--- src/shared/wdt_pkg.sv ---
// Purpose: Shared constants for the watchdog and reset-source block
// Assumes: APB offsets are byte addresses, one 32-bit word per register
// Notes: Timing figures are given in their own units and derived here
package wdt_pkg;
   // Register byte offsets
   localparam logic [7:0] WDT_CTRL_OFFSET = 8'h00;
   localparam logic [7:0] FLAG_CTRL_OFFSET = 8'h04;
   localparam logic [7:0] LEVEL_CFG_OFFSET = 8'h08;
   localparam logic [7:0] STATUS_OFFSET = 8'h0C;
   // Values after power-on
   localparam logic [7:0] WDT_CTRL_POR = 8'h53;
   localparam logic [7:0] LEVEL_CFG_POR = 8'h55;
   // Key field codes and positions
   localparam logic [4:0] KEY_DISABLE = 5'h15;
   localparam logic [4:0] KEY_ENABLE = 5'h0A;
   localparam int KEY_MSB = 7;
   localparam int KEY_LSB = 3;
   localparam int PERIOD_MSB = 2;
   // Level codes
   localparam logic [7:0] LEVEL_2V10 = 8'h55;
   localparam logic [7:0] LEVEL_2V55 = 8'h33;
   localparam logic [7:0] LEVEL_3V15 = 8'h99;
   localparam logic [7:0] LEVEL_3V80 = 8'hAA;
   // Flag register bit positions
   localparam int FLAG_SYSCLK_BIT = 7;
   localparam int FLAG_LVR_BIT = 2;
   localparam int FLAG_LEVEL_BIT = 1;
   localparam int FLAG_KEY_BIT = 0;
   // Status register bit positions
   localparam int STAT_TIMEOUT_BIT = 0;
   localparam int STAT_POWERDOWN_BIT = 1;
   // Reset cause index
   localparam int CAUSE_KEY = 0;
   localparam int CAUSE_LEVEL = 1;
   localparam int CAUSE_LVR = 2;
   localparam int CAUSE_WDT = 3;
   // Reset delay in RC ticks, gives 2 to 3 RC periods
   localparam logic [1:0] RESET_DELAY_TICKS = 2'h3;
   // Low-voltage qualification time
   localparam int CLOCK_PERIOD_NS = 40;
   localparam int LVR_MIN_NS = 100000;
   localparam logic [11:0] LVR_MIN_CYCLES =
      12'((LVR_MIN_NS + CLOCK_PERIOD_NS - 1) / CLOCK_PERIOD_NS);
   localparam int COUNT_WIDTH = 18;

   typedef enum logic [1:0] {
      SEQ_IDLE = 2'b00,
      SEQ_WAIT = 2'b01,
      SEQ_FIRE = 2'b10
   } seq_state_type;

   // Last count before overflow for each period code
   function automatic logic [17:0] period_limit(input logic [2:0] p);
      case (p)
         3'h0: period_limit = 18'h000FF;
         3'h1: period_limit = 18'h003FF;
         3'h2: period_limit = 18'h00FFF;
         3'h3: period_limit = 18'h03FFF;
         3'h4: period_limit = 18'h07FFF;
         3'h5: period_limit = 18'h0FFFF;
         3'h6: period_limit = 18'h1FFFF;
         default: period_limit = 18'h3FFFF;
      endcase
   endfunction
endpackage

--- src/shared/wdt_link_if.sv ---
// Purpose: Carrier between the controller and the watchdog counter
// Assumes: Single clock domain
// Notes: None
`timescale 1ns/100ps
interface wdt_link_if;
   logic tick;
   logic clear;
   logic enable;
   logic [2:0] period;
   logic overflow;
   logic [17:0] count;
   modport ctl(output tick, clear, enable, period,
               input overflow, count);
   modport cnt(input tick, clear, enable, period,
               output overflow, count);
endinterface

--- src/hw/wdt_counter.sv ---
// Purpose: Watchdog count on source-clock ticks
// Assumes: tick is a one-cycle pulse per source-clock period
// Notes: Overflow is a one-cycle pulse, count restarts from zero
`timescale 1ns/100ps
module wdt_counter (
   input wire logic clock,
   input wire logic rst,
   wdt_link_if.cnt link
);
   logic [17:0] count_reg;
   logic [17:0] count_next;
   wire logic [17:0] limit = wdt_pkg::period_limit(link.period);
   wire logic step = link.tick & link.enable;
   wire logic at_limit = count_reg == limit;

   assign link.overflow = step & at_limit;
   assign link.count = count_reg;
   assign count_next = link.clear ? 18'h00000 :
      (!step ? count_reg : (at_limit ? 18'h00000 : count_reg + 18'h00001));

   always_ff @(posedge clock) begin
      if (rst) begin
         count_reg <= 18'h00000;
      end else begin
         count_reg <= count_next;
      end
   end

   ////////////////////////////////////////////////////////////////////
   a_period_limit: assert property (@(posedge clock) disable iff (rst)
      link.overflow |-> count_reg == wdt_pkg::period_limit(link.period))
      else $error("Overflow at wrong count");
   a_clear_restart: assert property (@(posedge clock) disable iff (rst)
      link.clear |=> count_reg == 18'h00000)
      else $error("Clear did not restart count");
   a_disable_hold: assert property (@(posedge clock) disable iff (rst)
      !link.enable && !link.clear |=> $stable(count_reg))
      else $error("Count moved while disabled");
endmodule // wdt_counter

--- src/hw/wdt_reset_ctrl.sv ---
// Purpose: Watchdog and reset-source logic with APB registers
// Assumes: Tick and instruction inputs are one-cycle pulses
// Notes: rst is the power-on reset
// How it works
// Source tick chosen by fixed option
// Period code sets timeout 2^8 to 2^18
// Key 10101 disables counting and timeouts
// Key 01010 enables the watchdog
// Other key resets after 2-3 RC cycles
// Key fault flag sticky until software clears
// Control register powers up as 0x53
// Normal overflow resets and sets timeout
// Sleep overflow resets PC/SP, sets timeout
// Count cleared by key reset, clear, halt
// Software clears watchdog before timeout
// Low supply must persist before resetting
// Level field selects four thresholds
// Valid level: delayed reset, contents kept
// Bad level: reset, reload, fault flag
// Level register powers up as 0x55
// Low-voltage flag sticky until software clears
// Level fault flag set on bad code
// Low-voltage reset off while powered down
// Unused flag bits read as zero
// Power-on clears PC, ports high
// Timeout/powerdown flags per reset type
// Powerdown flag cleared by clear, set by halt
// Free counter overflows at selected ratio
`timescale 1ns/100ps
module wdt_reset_ctrl #(
   parameter bit USE_CRYSTAL = 1'b0
) (
   input wire logic clock,
   input wire logic rst,
   input wire logic [7:0] paddr,
   input wire logic psel,
   input wire logic penable,
   input wire logic pwrite,
   input wire logic [31:0] pwdata,
   output logic [31:0] prdata,
   output logic pready,
   output logic pslverr,
   input wire logic crystal_tick,
   input wire logic rc_tick,
   input wire logic clear_watchdog_instruction,
   input wire logic halt_instruction,
   input wire logic sleep_mode,
   input wire logic lowvolt_detect,
   output logic full_reset,
   output logic pc_sp_reset,
   output logic pc_clear,
   output logic port_init_high,
   output logic [1:0] lowvolt_threshold,
   output logic idle_sysclk_keep,
   output logic timeout_status_flag,
   output logic powerdown_status_flag
);
   ////////////////////////////////////////////////////////////////////
   // Register state
   logic [7:0] watchdog_control_reg;
   logic [7:0] lowvolt_level_config_reg;
   logic idle_sysclk_keep_reg;
   logic lowvolt_reset_flag_reg;
   logic lowvolt_level_fault_flag_reg;
   logic wdt_key_fault_flag_reg;
   logic timeout_status_flag_reg;
   logic powerdown_status_flag_reg;
   logic [31:0] prdata_reg;
   logic [31:0] read_value;
   logic mapped;
   wdt_pkg::seq_state_type state_reg;
   wdt_pkg::seq_state_type state_next;
   logic [1:0] delay_reg;
   logic [3:0] cause_reg;
   logic [11:0] lv_count_reg;
   logic pc_sp_reset_reg;
   logic port_init_reg;
   wdt_link_if link ();

   ////////////////////////////////////////////////////////////////////
   // APB decode
   wire logic access = psel & penable;
   wire logic wr_en = access & pwrite;
   wire logic rd_setup = psel & ~penable & ~pwrite;
   wire logic hit_ctrl = paddr == wdt_pkg::WDT_CTRL_OFFSET;
   wire logic hit_flag = paddr == wdt_pkg::FLAG_CTRL_OFFSET;
   wire logic hit_level = paddr == wdt_pkg::LEVEL_CFG_OFFSET;
   wire logic hit_stat = paddr == wdt_pkg::STATUS_OFFSET;
   wire logic ctrl_wr = wr_en & hit_ctrl;
   wire logic flag_wr = wr_en & hit_flag;
   wire logic level_wr = wr_en & hit_level;

   always_comb begin
      read_value = 32'h00000000;
      mapped = 1'b1;
      if (hit_ctrl) begin
         read_value[7:0] = watchdog_control_reg;
      end else if (hit_flag) begin
         read_value[wdt_pkg::FLAG_SYSCLK_BIT] = idle_sysclk_keep_reg;
         read_value[wdt_pkg::FLAG_LVR_BIT] = lowvolt_reset_flag_reg;
         read_value[wdt_pkg::FLAG_LEVEL_BIT] =
            lowvolt_level_fault_flag_reg;
         read_value[wdt_pkg::FLAG_KEY_BIT] = wdt_key_fault_flag_reg;
      end else if (hit_level) begin
         read_value[7:0] = lowvolt_level_config_reg;
      end else if (hit_stat) begin
         read_value[wdt_pkg::STAT_TIMEOUT_BIT] = timeout_status_flag_reg;
         read_value[wdt_pkg::STAT_POWERDOWN_BIT] =
            powerdown_status_flag_reg;
      end else begin
         mapped = 1'b0;
      end
   end

   assign pready = 1'b1;
   assign pslverr = access & ~mapped;
   assign prdata = prdata_reg;

   always_ff @(posedge clock) begin
      if (rst) begin
         prdata_reg <= 32'h00000000;
      end else if (rd_setup) begin
         prdata_reg <= read_value;
      end
   end

   ////////////////////////////////////////////////////////////////////
   // Key and level decode
   wire logic [4:0] key =
      watchdog_control_reg[wdt_pkg::KEY_MSB:wdt_pkg::KEY_LSB];
   wire logic key_off = key == wdt_pkg::KEY_DISABLE;
   wire logic key_on = key == wdt_pkg::KEY_ENABLE;
   wire logic key_bad = ~key_off & ~key_on;
   wire logic [7:0] lvl = lowvolt_level_config_reg;
   wire logic lvl_a = lvl == wdt_pkg::LEVEL_2V10;
   wire logic lvl_b = lvl == wdt_pkg::LEVEL_2V55;
   wire logic lvl_c = lvl == wdt_pkg::LEVEL_3V15;
   wire logic lvl_d = lvl == wdt_pkg::LEVEL_3V80;
   wire logic level_ok = lvl_a | lvl_b | lvl_c | lvl_d;
   wire logic level_bad = ~level_ok;

   assign lowvolt_threshold = lvl_d ? 2'h3 :
      (lvl_c ? 2'h2 : (lvl_b ? 2'h1 : 2'h0));

   ////////////////////////////////////////////////////////////////////
   // Watchdog counter link
   wire logic seq_idle = state_reg == wdt_pkg::SEQ_IDLE;
   wire logic seq_fire = state_reg == wdt_pkg::SEQ_FIRE;
   wire logic instr_clear = clear_watchdog_instruction | halt_instruction;

   assign link.tick = USE_CRYSTAL ? crystal_tick : rc_tick;
   assign link.period = watchdog_control_reg[wdt_pkg::PERIOD_MSB:0];
   assign link.enable = key_on & seq_idle;
   assign link.clear = instr_clear | key_bad | seq_fire;

   wdt_counter counter (
      .clock(clock),
      .rst(rst),
      .link(link)
   );

   wire logic ovf_sleep = link.overflow & sleep_mode;
   wire logic ovf_normal = link.overflow & ~sleep_mode;

   ////////////////////////////////////////////////////////////////////
   // Low-voltage qualification
   wire logic lv_full = lv_count_reg == wdt_pkg::LVR_MIN_CYCLES;
   wire logic lv_run = lowvolt_detect & ~sleep_mode;
   wire logic lvr_hit = lv_run & lv_full & level_ok;

   always_ff @(posedge clock) begin
      if (rst || !lv_run) begin
         lv_count_reg <= 12'h000;
      end else if (!lv_full) begin
         lv_count_reg <= lv_count_reg + 12'h001;
      end
   end

   ////////////////////////////////////////////////////////////////////
   // Reset sequencer
   logic [3:0] cause_new;
   always_comb begin
      cause_new = 4'h0;
      cause_new[wdt_pkg::CAUSE_KEY] = key_bad;
      cause_new[wdt_pkg::CAUSE_LEVEL] = level_bad;
      cause_new[wdt_pkg::CAUSE_LVR] = lvr_hit;
      cause_new[wdt_pkg::CAUSE_WDT] = ovf_normal;
   end

   wire logic delay_done = rc_tick &
      (delay_reg == wdt_pkg::RESET_DELAY_TICKS - 2'h1);
   wire logic fire_go = (state_reg == wdt_pkg::SEQ_WAIT) & delay_done;

   always_comb begin
      state_next = state_reg;
      case (state_reg)
         wdt_pkg::SEQ_IDLE: begin
            if (|cause_new) begin
               state_next = wdt_pkg::SEQ_WAIT;
            end
         end
         wdt_pkg::SEQ_WAIT: begin
            if (delay_done) begin
               state_next = wdt_pkg::SEQ_FIRE;
            end
         end
         default: begin
            state_next = wdt_pkg::SEQ_IDLE;
         end
      endcase
   end

   always_ff @(posedge clock) begin
      if (rst) begin
         state_reg <= wdt_pkg::SEQ_IDLE;
         delay_reg <= 2'h0;
         cause_reg <= 4'h0;
      end else begin
         state_reg <= state_next;
         if (state_reg != wdt_pkg::SEQ_WAIT) begin
            delay_reg <= 2'h0;
         end else if (rc_tick) begin
            delay_reg <= delay_reg + 2'h1;
         end
         if (seq_fire) begin
            cause_reg <= 4'h0;
         end else if (!seq_idle || |cause_new) begin
            cause_reg <= cause_reg | cause_new;
         end
      end
   end

   ////////////////////////////////////////////////////////////////////
   // Control registers
   always_ff @(posedge clock) begin
      if (rst) begin
         watchdog_control_reg <= wdt_pkg::WDT_CTRL_POR;
      end else if (seq_fire) begin
         watchdog_control_reg <= wdt_pkg::WDT_CTRL_POR;
      end else if (ctrl_wr) begin
         watchdog_control_reg <= pwdata[7:0];
      end
   end

   always_ff @(posedge clock) begin
      if (rst) begin
         lowvolt_level_config_reg <= wdt_pkg::LEVEL_CFG_POR;
      end else if (seq_fire && cause_reg[wdt_pkg::CAUSE_LEVEL]) begin
         lowvolt_level_config_reg <= wdt_pkg::LEVEL_CFG_POR;
      end else if (level_wr) begin
         lowvolt_level_config_reg <= pwdata[7:0];
      end
   end

   always_ff @(posedge clock) begin
      if (rst) begin
         idle_sysclk_keep_reg <= 1'b0;
      end else if (flag_wr) begin
         idle_sysclk_keep_reg <= pwdata[wdt_pkg::FLAG_SYSCLK_BIT];
      end
   end

   ////////////////////////////////////////////////////////////////////
   // Sticky reset-cause flags, a set wins over a clearing write
   wire logic key_set = fire_go & cause_reg[wdt_pkg::CAUSE_KEY];
   wire logic lvr_set = fire_go & cause_reg[wdt_pkg::CAUSE_LVR];
   wire logic wdt_set = fire_go & cause_reg[wdt_pkg::CAUSE_WDT];

   always_ff @(posedge clock) begin
      if (rst) begin
         wdt_key_fault_flag_reg <= 1'b0;
         lowvolt_reset_flag_reg <= 1'b0;
         lowvolt_level_fault_flag_reg <= 1'b0;
      end else begin
         wdt_key_fault_flag_reg <= key_set | (flag_wr ?
            pwdata[wdt_pkg::FLAG_KEY_BIT] : wdt_key_fault_flag_reg);
         lowvolt_reset_flag_reg <= lvr_set | (flag_wr ?
            pwdata[wdt_pkg::FLAG_LVR_BIT] : lowvolt_reset_flag_reg);
         lowvolt_level_fault_flag_reg <= level_bad | (flag_wr ?
            pwdata[wdt_pkg::FLAG_LEVEL_BIT] :
            lowvolt_level_fault_flag_reg);
      end
   end

   ////////////////////////////////////////////////////////////////////
   // Timeout and power-down status
   always_ff @(posedge clock) begin
      if (rst) begin
         timeout_status_flag_reg <= 1'b0;
         powerdown_status_flag_reg <= 1'b0;
      end else begin
         if (wdt_set || ovf_sleep) begin
            timeout_status_flag_reg <= 1'b1;
         end else if (instr_clear) begin
            timeout_status_flag_reg <= 1'b0;
         end
         if (ovf_sleep || halt_instruction) begin
            powerdown_status_flag_reg <= 1'b1;
         end else if (clear_watchdog_instruction) begin
            powerdown_status_flag_reg <= 1'b0;
         end
      end
   end

   ////////////////////////////////////////////////////////////////////
   // Reset outputs
   always_ff @(posedge clock) begin
      if (rst) begin
         pc_sp_reset_reg <= 1'b0;
         port_init_reg <= 1'b1;
      end else begin
         pc_sp_reset_reg <= ovf_sleep;
         port_init_reg <= fire_go;
      end
   end

   assign full_reset = seq_fire;
   assign pc_sp_reset = pc_sp_reset_reg;
   assign pc_clear = port_init_reg | pc_sp_reset_reg;
   assign port_init_high = port_init_reg;
   assign idle_sysclk_keep = idle_sysclk_keep_reg;
   assign timeout_status_flag = timeout_status_flag_reg;
   assign powerdown_status_flag = powerdown_status_flag_reg;

   ////////////////////////////////////////////////////////////////////
   // Checks
   a_fire_delay: assert property (@(posedge clock) disable iff (rst)
      $rose(full_reset) |-> $past(delay_reg) == 2'h2 && $past(rc_tick))
      else $error("Reset fired without RC delay");
   a_key_flag_set: assert property (@(posedge clock) disable iff (rst)
      full_reset && cause_reg[wdt_pkg::CAUSE_KEY]
      |-> wdt_key_fault_flag_reg)
      else $error("Key fault flag not set");
   a_lvr_flag_keep: assert property (@(posedge clock) disable iff (rst)
      lowvolt_reset_flag_reg && !flag_wr |=> lowvolt_reset_flag_reg)
      else $error("Low-voltage flag lost");
   a_level_reload: assert property (@(posedge clock) disable iff (rst)
      full_reset && cause_reg[wdt_pkg::CAUSE_LEVEL]
      |=> lowvolt_level_config_reg == 8'h55)
      else $error("Level register not reloaded");
   a_sleep_timeout: assert property (@(posedge clock) disable iff (rst)
      link.overflow && sleep_mode |=> pc_sp_reset
      && timeout_status_flag && powerdown_status_flag)
      else $error("Sleep timeout mishandled");
   a_lvr_filter: assert property (@(posedge clock) disable iff (rst)
      $rose(cause_reg[wdt_pkg::CAUSE_LVR])
      |-> $past(lv_count_reg) == wdt_pkg::LVR_MIN_CYCLES)
      else $error("Low-voltage reset not qualified");
   a_pd_lvr_off: assert property (@(posedge clock) disable iff (rst)
      sleep_mode |=> lv_count_reg == 12'h000)
      else $error("Low-voltage filter ran in power-down");
   a_halt_flags: assert property (@(posedge clock) disable iff (rst)
      halt_instruction && !link.overflow && !fire_go
      |=> powerdown_status_flag && !timeout_status_flag
      && link.count == 18'h00000)
      else $error("Halt flags wrong");
   a_level_flag: assert property (@(posedge clock) disable iff (rst)
      level_bad |=> lowvolt_level_fault_flag_reg)
      else $error("Level fault flag not set");
endmodule // wdt_reset_ctrl

--- config.mk ---
export PLATFORM = sky130hd
export DESIGN_NAME = wdt_reset_ctrl
export DESIGN_NICKNAME = d
export VERILOG_FILES = /design/src/shared/wdt_pkg.sv /design/src/shared/wdt_link_if.sv /design/src/hw/wdt_counter.sv /design/src/hw/wdt_reset_ctrl.sv
export SDC_FILE = /design/constraint.sdc
export NUM_CORES = 1
export LEC_CHECK = 0
export BUFFER_PORTS_ARGS = -buffer_cell sky130_fd_sc_hd__clkbuf_2
export CORE_MARGIN = 2
export CORE_UTILIZATION = 48
export CTS_CLUSTER_DIAMETER = 30
export DETAILED_ROUTE_END_ITERATION = 8
export GPL_TIMING_DRIVEN = 0
export PLACE_DENSITY = 0.75
export SLEW_MARGIN = 20
export SYNTH_ARGS = -nofsm -noshare
export SYNTH_HDL_FRONTEND = slang
export SYNTH_HIERARCHICAL = 1
export SYNTH_SLANG_ARGS = --single-unit
--- constraint.sdc ---
create_clock -name clock -period 3.8 [get_ports clock]
set_input_delay 0.38 -clock clock [delete_from_list [all_inputs] [get_ports clock]]
set_output_delay 0.38 -clock clock [all_outputs]
set_load 0.01 [all_outputs]
## Word-level counts from Yosys, hierarchy flattened

Cells that the tools add are included.
W data, S select, Z words.

| storage, ports and cells | value |
|---|---|
| register bits | 70 |
| memories | 0 |
| memory bits (writable) | 0 |
| input port bits | 51 |
| bits in latches | 0 |
| ROM bits | 0 |

| operators by class | value |
|---|---|
| div/mod/pow operators | 0 |
| mux-type cells | 26 |
| $add $sub $neg | 3 |
| shifts and indexed selects | 0 |
| bitwise gates (word level) | 40 |
| magnitude comparators | 0 |
| reductions and logical operators | 18 |
| multiply operators | 0 |
| eq/ne operators | 23 |

Operators by type and width:

| cell | count |
|---|---|
| $pmux W18 S7 | 1 |
| $and A1 B1 Y1 | 22 |
| $add A18 B1 Y18 const B | 1 |
| $eq A18 B18 Y1 | 1 |
| $mux W18 | 1 |
| $eq A8 B4 Y1 const B | 2 |
| $eq A8 B8 Y1 const B | 2 |
| $mux W1 | 13 |
| $add A12 B1 Y12 const B | 1 |
| $eq A12 B12 Y1 const B | 1 |
| $mux W2 | 6 |
| $or A1 B1 Y1 | 10 |
| $eq A3 B3 Y1 const B | 3 |
| $eq A8 B3 Y1 const B | 1 |
| $eq A8 B6 Y1 const B | 1 |
| $eq A8 B7 Y1 const B | 1 |
| $logic_not A8 Y1 | 1 |
| $mux W8 | 1 |
| $reduce_or A2 Y1 | 4 |
| $not A1 Y1 | 7 |
| $eq A3 B2 Y1 const B | 2 |
| $mux W6 | 1 |
| $eq A5 B4 Y1 const B | 1 |
| $eq A5 B5 Y1 const B | 1 |
| 18 further kinds | 25 |

## Logic depth before layout (Yosys ltp)

Gate-level depths: netlist of the first run.

| depth | value |
|---|---|
| word-level depth | 8 |
| mapped depth | 9 |

## Cells and area by module

Netlist of the first run, hierarchy kept.

By module, submodules not included:

| module | instances | cells each | area an instance (um2) |
|---|---|---|---|
| wdt_reset_ctrl | 1 | 310 | 2,646.3 |
| wdt_counter | 1 | 113 | 948.4 |

## Worst setup path before layout of the first run

Ideal clock, no wire load.

| timing | value |
|---|---|
| path type | register to register |
| from | register watchdog_control_reg[6] |
| to | register state_reg[0] |
| data arrival time | 2.697 ns |
| required time | 3.726 ns |
| stages on the path, launching flop included | 10 |
| path buffers | 0 |
| path slack | 1.029 ns |
| cell sequence | dfxtp_1 > nor4bb_1 > nor4b_1 > nand3_1 > or3_4 > a211o_1 > nor4_1 > nor2b_1 > a311oi_1 > a31oi_1 |

| between the ends | value |
|---|---|
| longest elaborated chain between the ends | 8 |
| elaborated cells between the ends (all ways) | 12 |
| classes of those cells | eq/ne: 3; bitwise: 7; reduce/logical: 2 |

Ends and longest elaborated chain:

| item | RTL line | source |
|---|---|---|
| start: declaration | wdt_reset_ctrl.sv:60 | `logic [7:0] watchdog_control_reg;` |
| start signal: assignment | wdt_reset_ctrl.sv:237 | `watchdog_control_reg <= wdt_pkg::WDT_CTRL_POR;` |
| start signal: assignment | wdt_reset_ctrl.sv:239 | `watchdog_control_reg <= wdt_pkg::WDT_CTRL_POR;` |
| start signal: assignment | wdt_reset_ctrl.sv:241 | `watchdog_control_reg <= pwdata[7:0];` |
| $eq A5 B4 Y1 | wdt_reset_ctrl.sv:132 | `wire logic key_on = key == wdt_pkg::KEY_ENABLE;` |
| $and A1 B1 Y1 | wdt_reset_ctrl.sv:153 | `assign link.enable = key_on & seq_idle;` |
| named net link.enable | wdt_link_if.sv:8 | `logic enable;` |
| $and A1 B1 Y1 | wdt_counter.sv:13 | `wire logic step = link.tick & link.enable;` |
| $and A1 B1 Y1 | wdt_counter.sv:16 | `assign link.overflow = step & at_limit;` |
| named net link.overflow | wdt_link_if.sv:10 | `logic overflow;` |
| $and A1 B1 Y1 | wdt_reset_ctrl.sv:163 | `wire logic ovf_normal = link.overflow & ~sleep_mode;` |
| $reduce_or A4 Y1 | wdt_reset_ctrl.sv:198 | `if (\|cause_new) begin` |
| $ne A2 B1 Y1 (no line) | - |  |
| $reduce_and A2 Y1 (no line) | - |  |
| end signal: assignment | wdt_reset_ctrl.sv:215 | `state_reg <= wdt_pkg::SEQ_IDLE;` |
| end signal: assignment | wdt_reset_ctrl.sv:219 | `state_reg <= state_next;` |
| end: declaration | wdt_reset_ctrl.sv:71 | `wdt_pkg::seq_state_type state_reg;` |

The timed path passes the listed nets, and every way through them passes these cells.
A chain may end at the register's enable or synchronous reset.

## Worst setup path after layout of the first run

Same ends and word-level chain as after synthesis.

==> results of run 1 <==
==> routing by layer <==
| layer | global-route usage | share of wire | vias up |
|---|---|---|---|
| li1 | - | - | 1605 |
| met1 | 0.275 | 0.46 | 1481 |
| met2 | 0.323 | 0.46 | 91 |
| met3 | 0.0568 | 0.077 | 4 |
| met4 | 0.0449 | 0.0066 | 0 |
| met5 | 0 | 0 | - |
==> stage by stage <==
step                      setup slack, ns  power (W)
final                               0.362    0.00150
after global routing               0.0836    0.00156
after CTS                           0.415    0.00151
after detailed placement            0.469   0.000855
after global placement              0.486   0.000854
after floorplan                      1.03   0.000822
==> worst paths after layout <==
| check | slack (ns) | to |
|---|---|---|
| setup / recovery | 0.36 | state_reg[0] |
| hold / removal | 0.29 | lowvolt_level_config_reg[4] |
| setup reg to reg | 0.36 | state_reg[0] |
| hold reg to reg | 0.45 | prdata[5] |
==> worst max-delay path, delay by kind of cell, from the launching register on <==
family	cells	cell delay [ns]
AND/OR/NAND/NOR	6	2.42
AO/OA/AOI/OAI	3	0.53
flip-flops	1	0.40
==> power breakdown <==
group          switching [W]  total [W]  internal [W]
registers         0.00000230   0.000738      0.000735
clock network       0.000291   0.000663      0.000371
logic              0.0000576   0.000101     0.0000438
==> final cells by class <==
| type | count | area, µm² | area share |
|---|---|---|---|
| Inverter | 8 | 30.0 | 0.00709 |
| Buffer | 41 | 289 | 0.0682 |
| Clock inverter | 7 | 97.6 | 0.0230 |
| Clock buffer | 9 | 124 | 0.0292 |
| Sequential cell | 70 | 1400 | 0.331 |
| Multi-Input combinational cell | 327 | 1960 | 0.463 |
| Tap cell | 99 | 124 | 0.0292 |
| Timing Repair Buffer | 42 | 210 | 0.0496 |
==> cell usage in the layout (no fill, tap or decap), types with 7 or more instances in the layout <==
cell | synthesis | routed
nand3_1 | 44 | 44
conb_1 | 2 | 25
xor2_1 | 13 | 13
nor3_1 | 10 | 10
nand4_1 | 9 | 9
clkbuf_1 | 7 | 7
nand2_1 | 32 | 32
mux2i_1 | 8 | 8
clkbuf_2 | 0 | 42
o21ai_0 | 20 | 20
dfxtp_1 | 70 | 70
inv_1 | 8 | 8
clkbuf_8 | 0 | 9
nor2_1 | 48 | 48
xnor2_1 | 14 | 14
a21oi_1 | 27 | 27
buf_4 | 28 | 28
==> cells by family (layout without fill, tap and decap cells) <==
logic type | count (synthesis) | count (layout) | share of synthesized area
muxes | 14 | 14 | 0.0473
AOI/OAI and AO/OA | 69 | 69 | 0.118
and+or+nand+nor | 188 | 188 | 0.274
adders and majority gates | 4 | 4 | 0.0139
xor gates and xnor gates | 27 | 27 | 0.0658
DFF | 70 | 70 | 0.390
other | 2 | 25 | 0.00209
buffers and inverters | 49 | 107 | 0.0888
==> flow_metrics.py, run 1 <==
metrics = {
    "global_route": {
        "track_usage": 0.203,
        "grt-ovfl-total": 0,
        "grt_antenna_before_repair": 0,
        "grt_pass1_vias": 3063,
        "grt_pass1_wl_um": 13800,
        "grt_max_degree": 14,
    },
    "setup_path": {
        "required_ns": 4.07,
        "ff2ff_path_depth": 9,
        "worst_path_largest_cell_delay_ns": 0.65,
        "startpoint": "watchdog_control_reg[6]",
        "crit_path_start_kind": "flip-flop",
        "path_class": "flip-flop to flip-flop",
        "r2r_start": "watchdog_control_reg[6]",
        "cpMaxStageDelayCell": "nor4b_1",
        "crit_path_max_fanout": 4,
        "cp_cell_sequence": "nor4bb_1 -> nor4b_1 -> nand3_1 -> or3_4 -> a211o_1 -> nor4_1 -> nor2b_1 -> a311oi_1 -> a31oi_1",
        "end_kind": "flip-flop",
        "cp.arrival_ns": 3.71,
    },
    "drt": {
        "drc": 0,
        "vias_per_cell": 5.28,
        "vias": 3181,
        "drt_iter0_markers": 197,
        "wl_per_cell_um": 13.1,
        "dr.pass1.iters": 4,
        "drt-total-wl_um": 7910,
        "ant_nets": 0,
    },
    "synthesis": {
        "syn_avg_cell_area_um2": 8.50,
        "yosysMostFrequentCell": "dfxtp_1",
        "synth_ff_type": "dfxtp_1",
        "ys_top_cells_by_area": "dfxtp_1 39%, nand3_1 6.1%, buf_4 5.8%",
        "syn_inst": 423,
        "syn_area_mm2": 0.00359,
        "netlist-cell-type-count": 56,
        "synth_top_cell_area_share": 0.390,
        "synth_edf_count": 0,
        "synthArstFlopShare": 0,
        "ys_ff_latch": 70,
        "yosys_warnings": 6,
        "synth_area_leader_cell": "dfxtp_1",
        "seq_area_frac_synth": 0.390,
        "ys_top_cells_by_count": "70 x dfxtp_1, 48 x nor2_1, 44 x nand3_1",
    },
    "die": {
        "rows": 31,
        "dieHeight_um": 90.5,
        "ioPinCount": 94,
        "dieArea_mm2": 0.00820,
        "start_util": 0.496,
        "die_w_um": 90.5,
        "core_area_mm2": 0.00725,
    },
    "power": {
        "powerDensity_mw_per_mm2": 354,
        "cellLeakagePower_nw": 1.66,
        "ir_drop_uv": 245,
    },
    "placed_design": {
        "placedCellCount": 587,
        "place_congestion": 0.921,
        "dp_hpwl_um": 6020,
        "dpl_cell_area_mm2": 0.00402,
        "io_buffers": 42,
    },
    "timing": {
        "rsz0062_at_grt": "false",
        "hold_viol_final": 0,
        "finClkSkew_ns": 0.00762,
        "fin_crit_sh": 0.905,
        "final_max_slew_viol_count": 0,
        "finalCriticalPeriod_ns": 3.44,
        "finalSetupTns_ns": 0,
        "holdWs_ns": 0.287,
        "slew_headroom": 0.501,
        "worstMarginPinSlew_ns": 0.737,
        "setup_violations": 0,
        "fmax_ghz": 0.291,
    },
    "clock_network": {
        "cts-root-buf": "clkbuf_8",
        "cts_buffer_depth": 2,
        "insertion_delay_ns": 0.34,
        "numCtsBuffers": 9,
        "htree_levels": 3,
        "cts.sinks": 70,
        "hold_buffers": 0,
        "cts_tree": "built",
        "cts-resized-gates": 0,
        "post_cts_buffers": 0,
        "clk_pin_slew_ns": 0.08,
    },
    "worst_hold_path": {
        "hp-start": "pwdata[4]",
        "whs_path_depth": 3,
        "hold_class": "input port to flip-flop",
    },
    "cells_and_area": {
        "stdcell_area_mm2": 0.00424,
        "antenna_cells": 0,
        "layout.nets": 554,
        "nFillCells": 664,
        "synthToLayoutAreaGrowth_pct": 17.9,
        "final_cells": 603,
        "largest_reg_flops": 18,
        "drive_gt1_frac": 0.220,
        "utilization": 0.584,
    },
    "status": {
        "status": "complete, no violations",
    },
    "job": {
        "drv_cap": 0,
    },
}
Power figures use the tool's default switching activity.
==> run 2, diff against run 1 <==
- clock period: 3.8 -> 3.46 ns (I/O delays scaled with it)
==> run 2 against run 1 <==
Compared with the run above: sequential share of layout area barely moved; largest cell class unchanged; register-to-register slack got worse by 0.11 ns; routed wire length up 0.37%; setup slack worse by 0.11 ns.
==> flow_metrics.py, run 2 (synthesis results as in run 1) <==
metrics = {
    "die": {
        "ioPinCount": 94,
        "core_area_mm2": 0.00725,
        "start_util": 0.496,
        "dieArea_mm2": 0.00820,
        "die_w_um": 90.5,
        "rows": 31,
        "dieHeight_um": 90.5,
    },
    "setup_path": {
        "crit_path_max_fanout": 4,
        "reg2reg_slack_ns": 0.25,
        "ff2ff_path_depth": 9,
        "rr_endpoint": "state_reg[0]",
        "required_ns": 3.73,
        "end_kind": "flip-flop",
        "worst_path_largest_cell_delay_ns": 0.47,
        "cp_cell_sequence": "nor4bb_1 -> nor4b_2 -> nand3_1 -> or3_4 -> a211o_1 -> nor4_1 -> nor2b_1 -> a311oi_1 -> a31oi_1",
        "r2r_start": "watchdog_control_reg[6]",
        "path_class": "flip-flop to flip-flop",
        "crit_path_start_kind": "flip-flop",
        "cpMaxStageDelayCell": "nor4b_2",
        "cp.arrival_ns": 3.48,
    },
    "power": {
        "sw_frac_of_total": 0.234,
        "p_int_w": 0.00126,
        "seqPwrFrac": 0.491,
        "finalPower_w": 0.00165,
        "cellLeakagePower_nw": 1.66,
        "powerDensity_mw_per_mm2": 389,
        "clkPwrFrac": 0.441,
        "ir_drop_uv": 268,
        "p_switching_w": 0.000386,
        "pwr-share-comb": 0.068,
    },
    "cells_and_area": {
        "largest_reg_flops": 18,
        "antenna_cells": 0,
        "drive_gt1_frac": 0.222,
        "mostFrequentLayoutCell": "dfxtp_1",
        "regArea_mm2": 0.00140,
        "nFillCells": 662,
        "synthToLayoutAreaGrowth_pct": 18.0,
        "multi_input_area_mm2": 0.00197,
        "layout.nets": 554,
        "layout_common_cells": "70 x dfxtp_1, 48 x nor2_1, 44 x nand3_1, 42 x clkbuf_2, 32 x nand2_1",
    },
    "timing": {
        "worstMarginPinSlew_ns": 0.650,
        "finClkSkew_ns": 0.00773,
        "holdWs_ns": 0.251,
        "slew_headroom": 0.563,
        "rsz0062_at_grt": "false",
        "final_max_slew_viol_count": 0,
        "finalSetupTns_ns": 0,
        "finalCriticalPeriod_ns": 3.21,
        "fin_crit_sh": 0.926,
        "setup_violations": 0,
        "hold_viol_final": 0,
        "fmax_ghz": 0.312,
    },
    "worst_hold_path": {
        "whs_path_depth": 3,
        "hold_class": "input port to flip-flop",
        "whs_endpoint": "lowvolt_level_config_reg[4]",
        "hp-start": "pwdata[4]",
    },
    "global_route": {
        "grt_antenna_before_repair": 0,
        "grt_pass1_wl_um": 13800,
        "track_usage": 0.203,
        "grt_pass1_vias": 3063,
        "grt-ovfl-total": 0,
        "grt_max_degree": 14,
    },
    "clock_network": {
        "cts_tree": "built",
        "hold_buffers": 0,
        "cts-resized-gates": 0,
        "cts.sinks": 70,
        "clk_pin_slew_ns": 0.08,
        "numCtsBuffers": 9,
        "htree_levels": 3,
        "cts_buffer_depth": 2,
        "post_cts_buffers": 0,
        "cts-root-buf": "clkbuf_8",
        "insertion_delay_ns": 0.34,
    },
    "drt": {
        "drt-total-wl_um": 7940,
        "wl_per_cell_um": 13.2,
        "vias": 3196,
        "drt_iter0_markers": 197,
        "vias_per_cell": 5.30,
        "drc": 0,
        "ant_nets": 0,
        "dr.pass1.iters": 5,
    },
    "status": {
        "status": "complete, no violations",
    },
    "job": {
        "drv_cap": 0,
    },
    "placed_design": {
        "dp_hpwl_um": 6020,
        "io_buffers": 42,
        "place_congestion": 0.921,
    },
}
==> run 2: cell counts in the layout (fill, tap and decap cells not counted) <==
No cell type changed its count.
==> run 2: worst max-delay path, delay by kind of cell, from the launching register on <==
family	cells	cell delay, ns
AO/OA/AOI/OAI	3	0.53
flip-flops	1	0.40
AND/OR/NAND/NOR	6	2.19
==> run 2: how the worst max path moves through the flow <==
stage | start | end | slack [ns] | depth (start not counted)
floorplan | watchdog_control_reg[6] | state_reg[0] | 0.69 | 9
global placement | watchdog_control_reg[6] | state_reg[0] | 0.15 | 9
detailed placement | watchdog_control_reg[6] | state_reg[0] | 0.13 | 9
CTS | watchdog_control_reg[6] | state_reg[0] | 0.08 | 9
global route | watchdog_control_reg[6] | state_reg[0] | 0.003 | 9
finish | watchdog_control_reg[6] | state_reg[0] | 0.25 | 9
==> run 2: cell type report <==
| cell class | count | share of cell area |
|---|---|---|
| tap | 99 | 0.0292 |
| clock buffer | 9 | 0.0292 |
| inverter | 8 | 0.00708 |
| clock inverter | 7 | 0.0230 |
| buffer | 41 | 0.0681 |
| multi-input combinational | 327 | 0.464 |
| timing repair buffer | 42 | 0.0495 |
| sequential | 70 | 0.330 |
==> run 2: power groups by stage <==
| stage | clock network [W] | logic, W | registers [W] |
|---|---|---|---|
| 5_1_grt | 0.000775 | 0.000123 | 0.000810 |
| 3_3_place_gp | 0 | 0.000108 | 0.000829 |
| 6_report | 0.000728 | 0.000112 | 0.000810 |
| 4_1_cts | 0.000743 | 0.000110 | 0.000810 |
| 3_5_place_dp | 0 | 0.000109 | 0.000829 |
| 2_1_floorplan | 0 | 0.0000733 | 0.000829 |
==> run 2: through the flow <==
stage,instances,setup WS [ns],instance area [µm²],util
after floorplan,446,0.689,3680,-
after global placement,587,0.146,4020,0.554
after detailed placement,587,0.129,4020,0.554
after CTS,603,0.0752,4240,0.584
after global routing,603,0.00339,4240,0.585
final,603,0.254,4240,0.585
==> run 2: routing by layer <==
layer  wire length, µm  GRT usage  up-vias
met2              3640      0.323       97
met1              3700      0.275     1491
met5                 0          0        -
met3               545     0.0568        5
li1                  -          -     1603
met4                53     0.0449        0
==> run 3, diff against run 2 <==
- REMOVE_ABC_BUFFERS: default -> 1
==> run 3 against run 2 <==
Compared with the run above: hold slack improved by 0.011 ns; combinational power down 25%; first-iteration DRC count is 4.6% lower; largest cell class unchanged; power shrank 6.9%; clock power is 12% lower; global-route usage fell by 0.95 points; sequential share of layout area up 2.7 points; largest power group unchanged; sequential power hardly changed; count of clock-buffer cells in the layout is 2 higher.
==> flow_metrics.py, run 3 (synthesis results as in run 1) <==
metrics = {
    "clock_network": {
        "insertion_delay_ns": 0.34,
        "cts.sinks": 70,
        "cts-root-buf": "clkbuf_8",
        "cts_buffer_depth": 2,
        "clk_pin_slew_ns": 0.07,
        "htree_levels": 3,
        "cts_tree": "built",
        "numCtsBuffers": 9,
        "post_cts_buffers": 0,
    },
    "die": {
        "die_w_um": 90.5,
        "rows": 31,
        "start_util": 0.496,
        "core_area_mm2": 0.00725,
        "ioPinCount": 94,
        "dieHeight_um": 90.5,
        "dieArea_mm2": 0.00820,
    },
    "setup_path": {
        "cpMaxStageDelayCell": "o41ai_4",
        "required_ns": 3.65,
        "cp.depth": 7,
        "critical_path_buf_inv_count": 0,
        "rr_endpoint": "counter/link.count[0]",
        "crit_path_start_kind": "flip-flop",
        "reg2reg_slack_ns": 0.24,
        "path_class": "flip-flop to flip-flop",
        "cp.arrival_ns": 3.41,
        "endpoint": "counter/link.count[0]",
        "end_kind": "flip-flop",
        "cp_cell_sequence": "nor4bb_1 -> nor4b_2 -> nand3_1 -> or3_4 -> a211o_1 -> o41ai_4 -> nor2_1",
        "worst_path_largest_cell_delay_ns": 0.68,
        "crit_path_max_fanout": 15,
        "r2r_start": "watchdog_control_reg[6]",
        "ff2ff_path_depth": 7,
        "crit_family": "simple AND/OR/NAND/NOR gates",
        "startpoint": "watchdog_control_reg[6]",
    },
    "global_route": {
        "grt_pass1_vias": 2830,
        "grt_max_degree": 28,
        "grt_antenna_before_repair": 0,
        "grt_pass1_wl_um": 13000,
        "grt-ovfl-total": 0,
        "track_usage": 0.194,
    },
    "power": {
        "powerDensity_mw_per_mm2": 391,
        "finalPower_w": 0.00154,
        "ir_drop_uv": 227,
        "cellLeakagePower_nw": 1.46,
    },
    "timing": {
        "setup_violations": 0,
        "final_max_slew_viol_count": 0,
        "finalCriticalPeriod_ns": 3.22,
        "finalSetupTns_ns": 0,
        "finClkSkew_ns": 0.00612,
        "slew_headroom": 0.444,
        "worstMarginPinSlew_ns": 0.830,
        "fmax_ghz": 0.311,
        "setup_ws_ns": 0.243,
        "fin_crit_sh": 0.930,
        "hold_viol_final": 0,
        "rsz0062_at_grt": "false",
    },
    "drt": {
        "vias_per_cell": 5.48,
        "drt_iter0_markers": 188,
        "drc": 0,
        "vias": 3079,
        "dr.pass1.iters": 4,
        "drt-total-wl_um": 7670,
        "wl_per_cell_um": 13.6,
        "ant_nets": 0,
    },
    "placed_design": {
        "dp_hpwl_um": 5660,
        "place_congestion": 0.850,
        "pre_cts_slack_ns": 0.00764,
        "io_buffers": 43,
    },
    "cells_and_area": {
        "layout.nets": 514,
        "mostFrequentLayoutCell": "dfxtp_1",
        "utilization": 0.541,
        "antenna_cells": 0,
        "drive_gt1_frac": 0.166,
        "layout_common_cells": "70 x dfxtp_1, 48 x nor2_1, 44 x nand3_1, 43 x clkbuf_2, 32 x nand2_1",
        "synthToLayoutAreaGrowth_pct": 9.22,
        "largest_reg_flops": 18,
    },
    "job": {
        "drv_cap": 0,
    },
    "worst_hold_path": {
        "hold_class": "input port to flip-flop",
        "hp-start": "pwdata[6]",
    },
    "status": {
        "status": "complete, no violations",
    },
}
-- run 3: cell types whose count changed in the layout (fill, tap and decap cells not counted), sizes merged --
cell / change
clkinvlp: -1
clkbuf: -4
bufinv: -1
buf: -34
inv: -1
-- run 3: metal layers --
metal | up-vias | part of all wire | track usage
li1 | 1525 | - | -
met1 | 1455 | 0.44 | 0.236
met2 | 92 | 0.49 | 0.330
met3 | 7 | 0.063 | 0.0634
met4 | 0 | 0.0077 | 0.0462
met5 | - | 0 | 0
-- run 3: area by class of cell --
type / instances / area (µm²)
multi-input cells: 327 / 1970
fillers: 655 / 3330
clock buffers: 11 / 141
inverters: 8 / 30.0
clock inverters: 4 / 47.5
well taps: 99 / 124
flip-flops and latches: 70 / 1400
repair buffers: 43 / 215
-- run 3: how the worst min path moves through the flow --
stage,end,cells after the start
after floorplan,lowvolt_level_fault_flag_reg,1
after global placement,prdata[1],2
after detailed placement,prdata[0],2
after CTS,lowvolt_level_config_reg[6],3
after global routing,lowvolt_level_config_reg[6],3
final,lowvolt_level_config_reg[6],3
-- run 3: per-stage QoR --
stage | hold slack, ns | instance area [µm²] | cells
global placement | 0.439 | 3730 | 547
CTS | 0.248 | 3930 | 562
finish | 0.262 | 3930 | 562
global route | 0.254 | 3930 | 562
floorplan | 0.415 | 3390 | 405
detailed placement | 0.444 | 3730 | 547
-- run 3: what timing repair did --
item	CTS	global route
endpoints found under the setup margin	3	0
hold buffers	0	0
gates resized for setup	1	0
-- run 3: worst register-to-register path, delay by kind of cell, from the launching register on --
kind	cells	cell delay [ns]
flip-flops	1	0.39
AO/OA/AOI/OAI	2	0.96
AND/OR/NAND/NOR	5	1.70
-- run 3: power breakdown --
group          switching, W  internal [W]  total [W]
Clock              0.000295      0.000347   0.000641
Sequential       0.00000238      0.000808   0.000810
Combinational     0.0000578     0.0000266  0.0000844
Total              0.000355       0.00118    0.00154
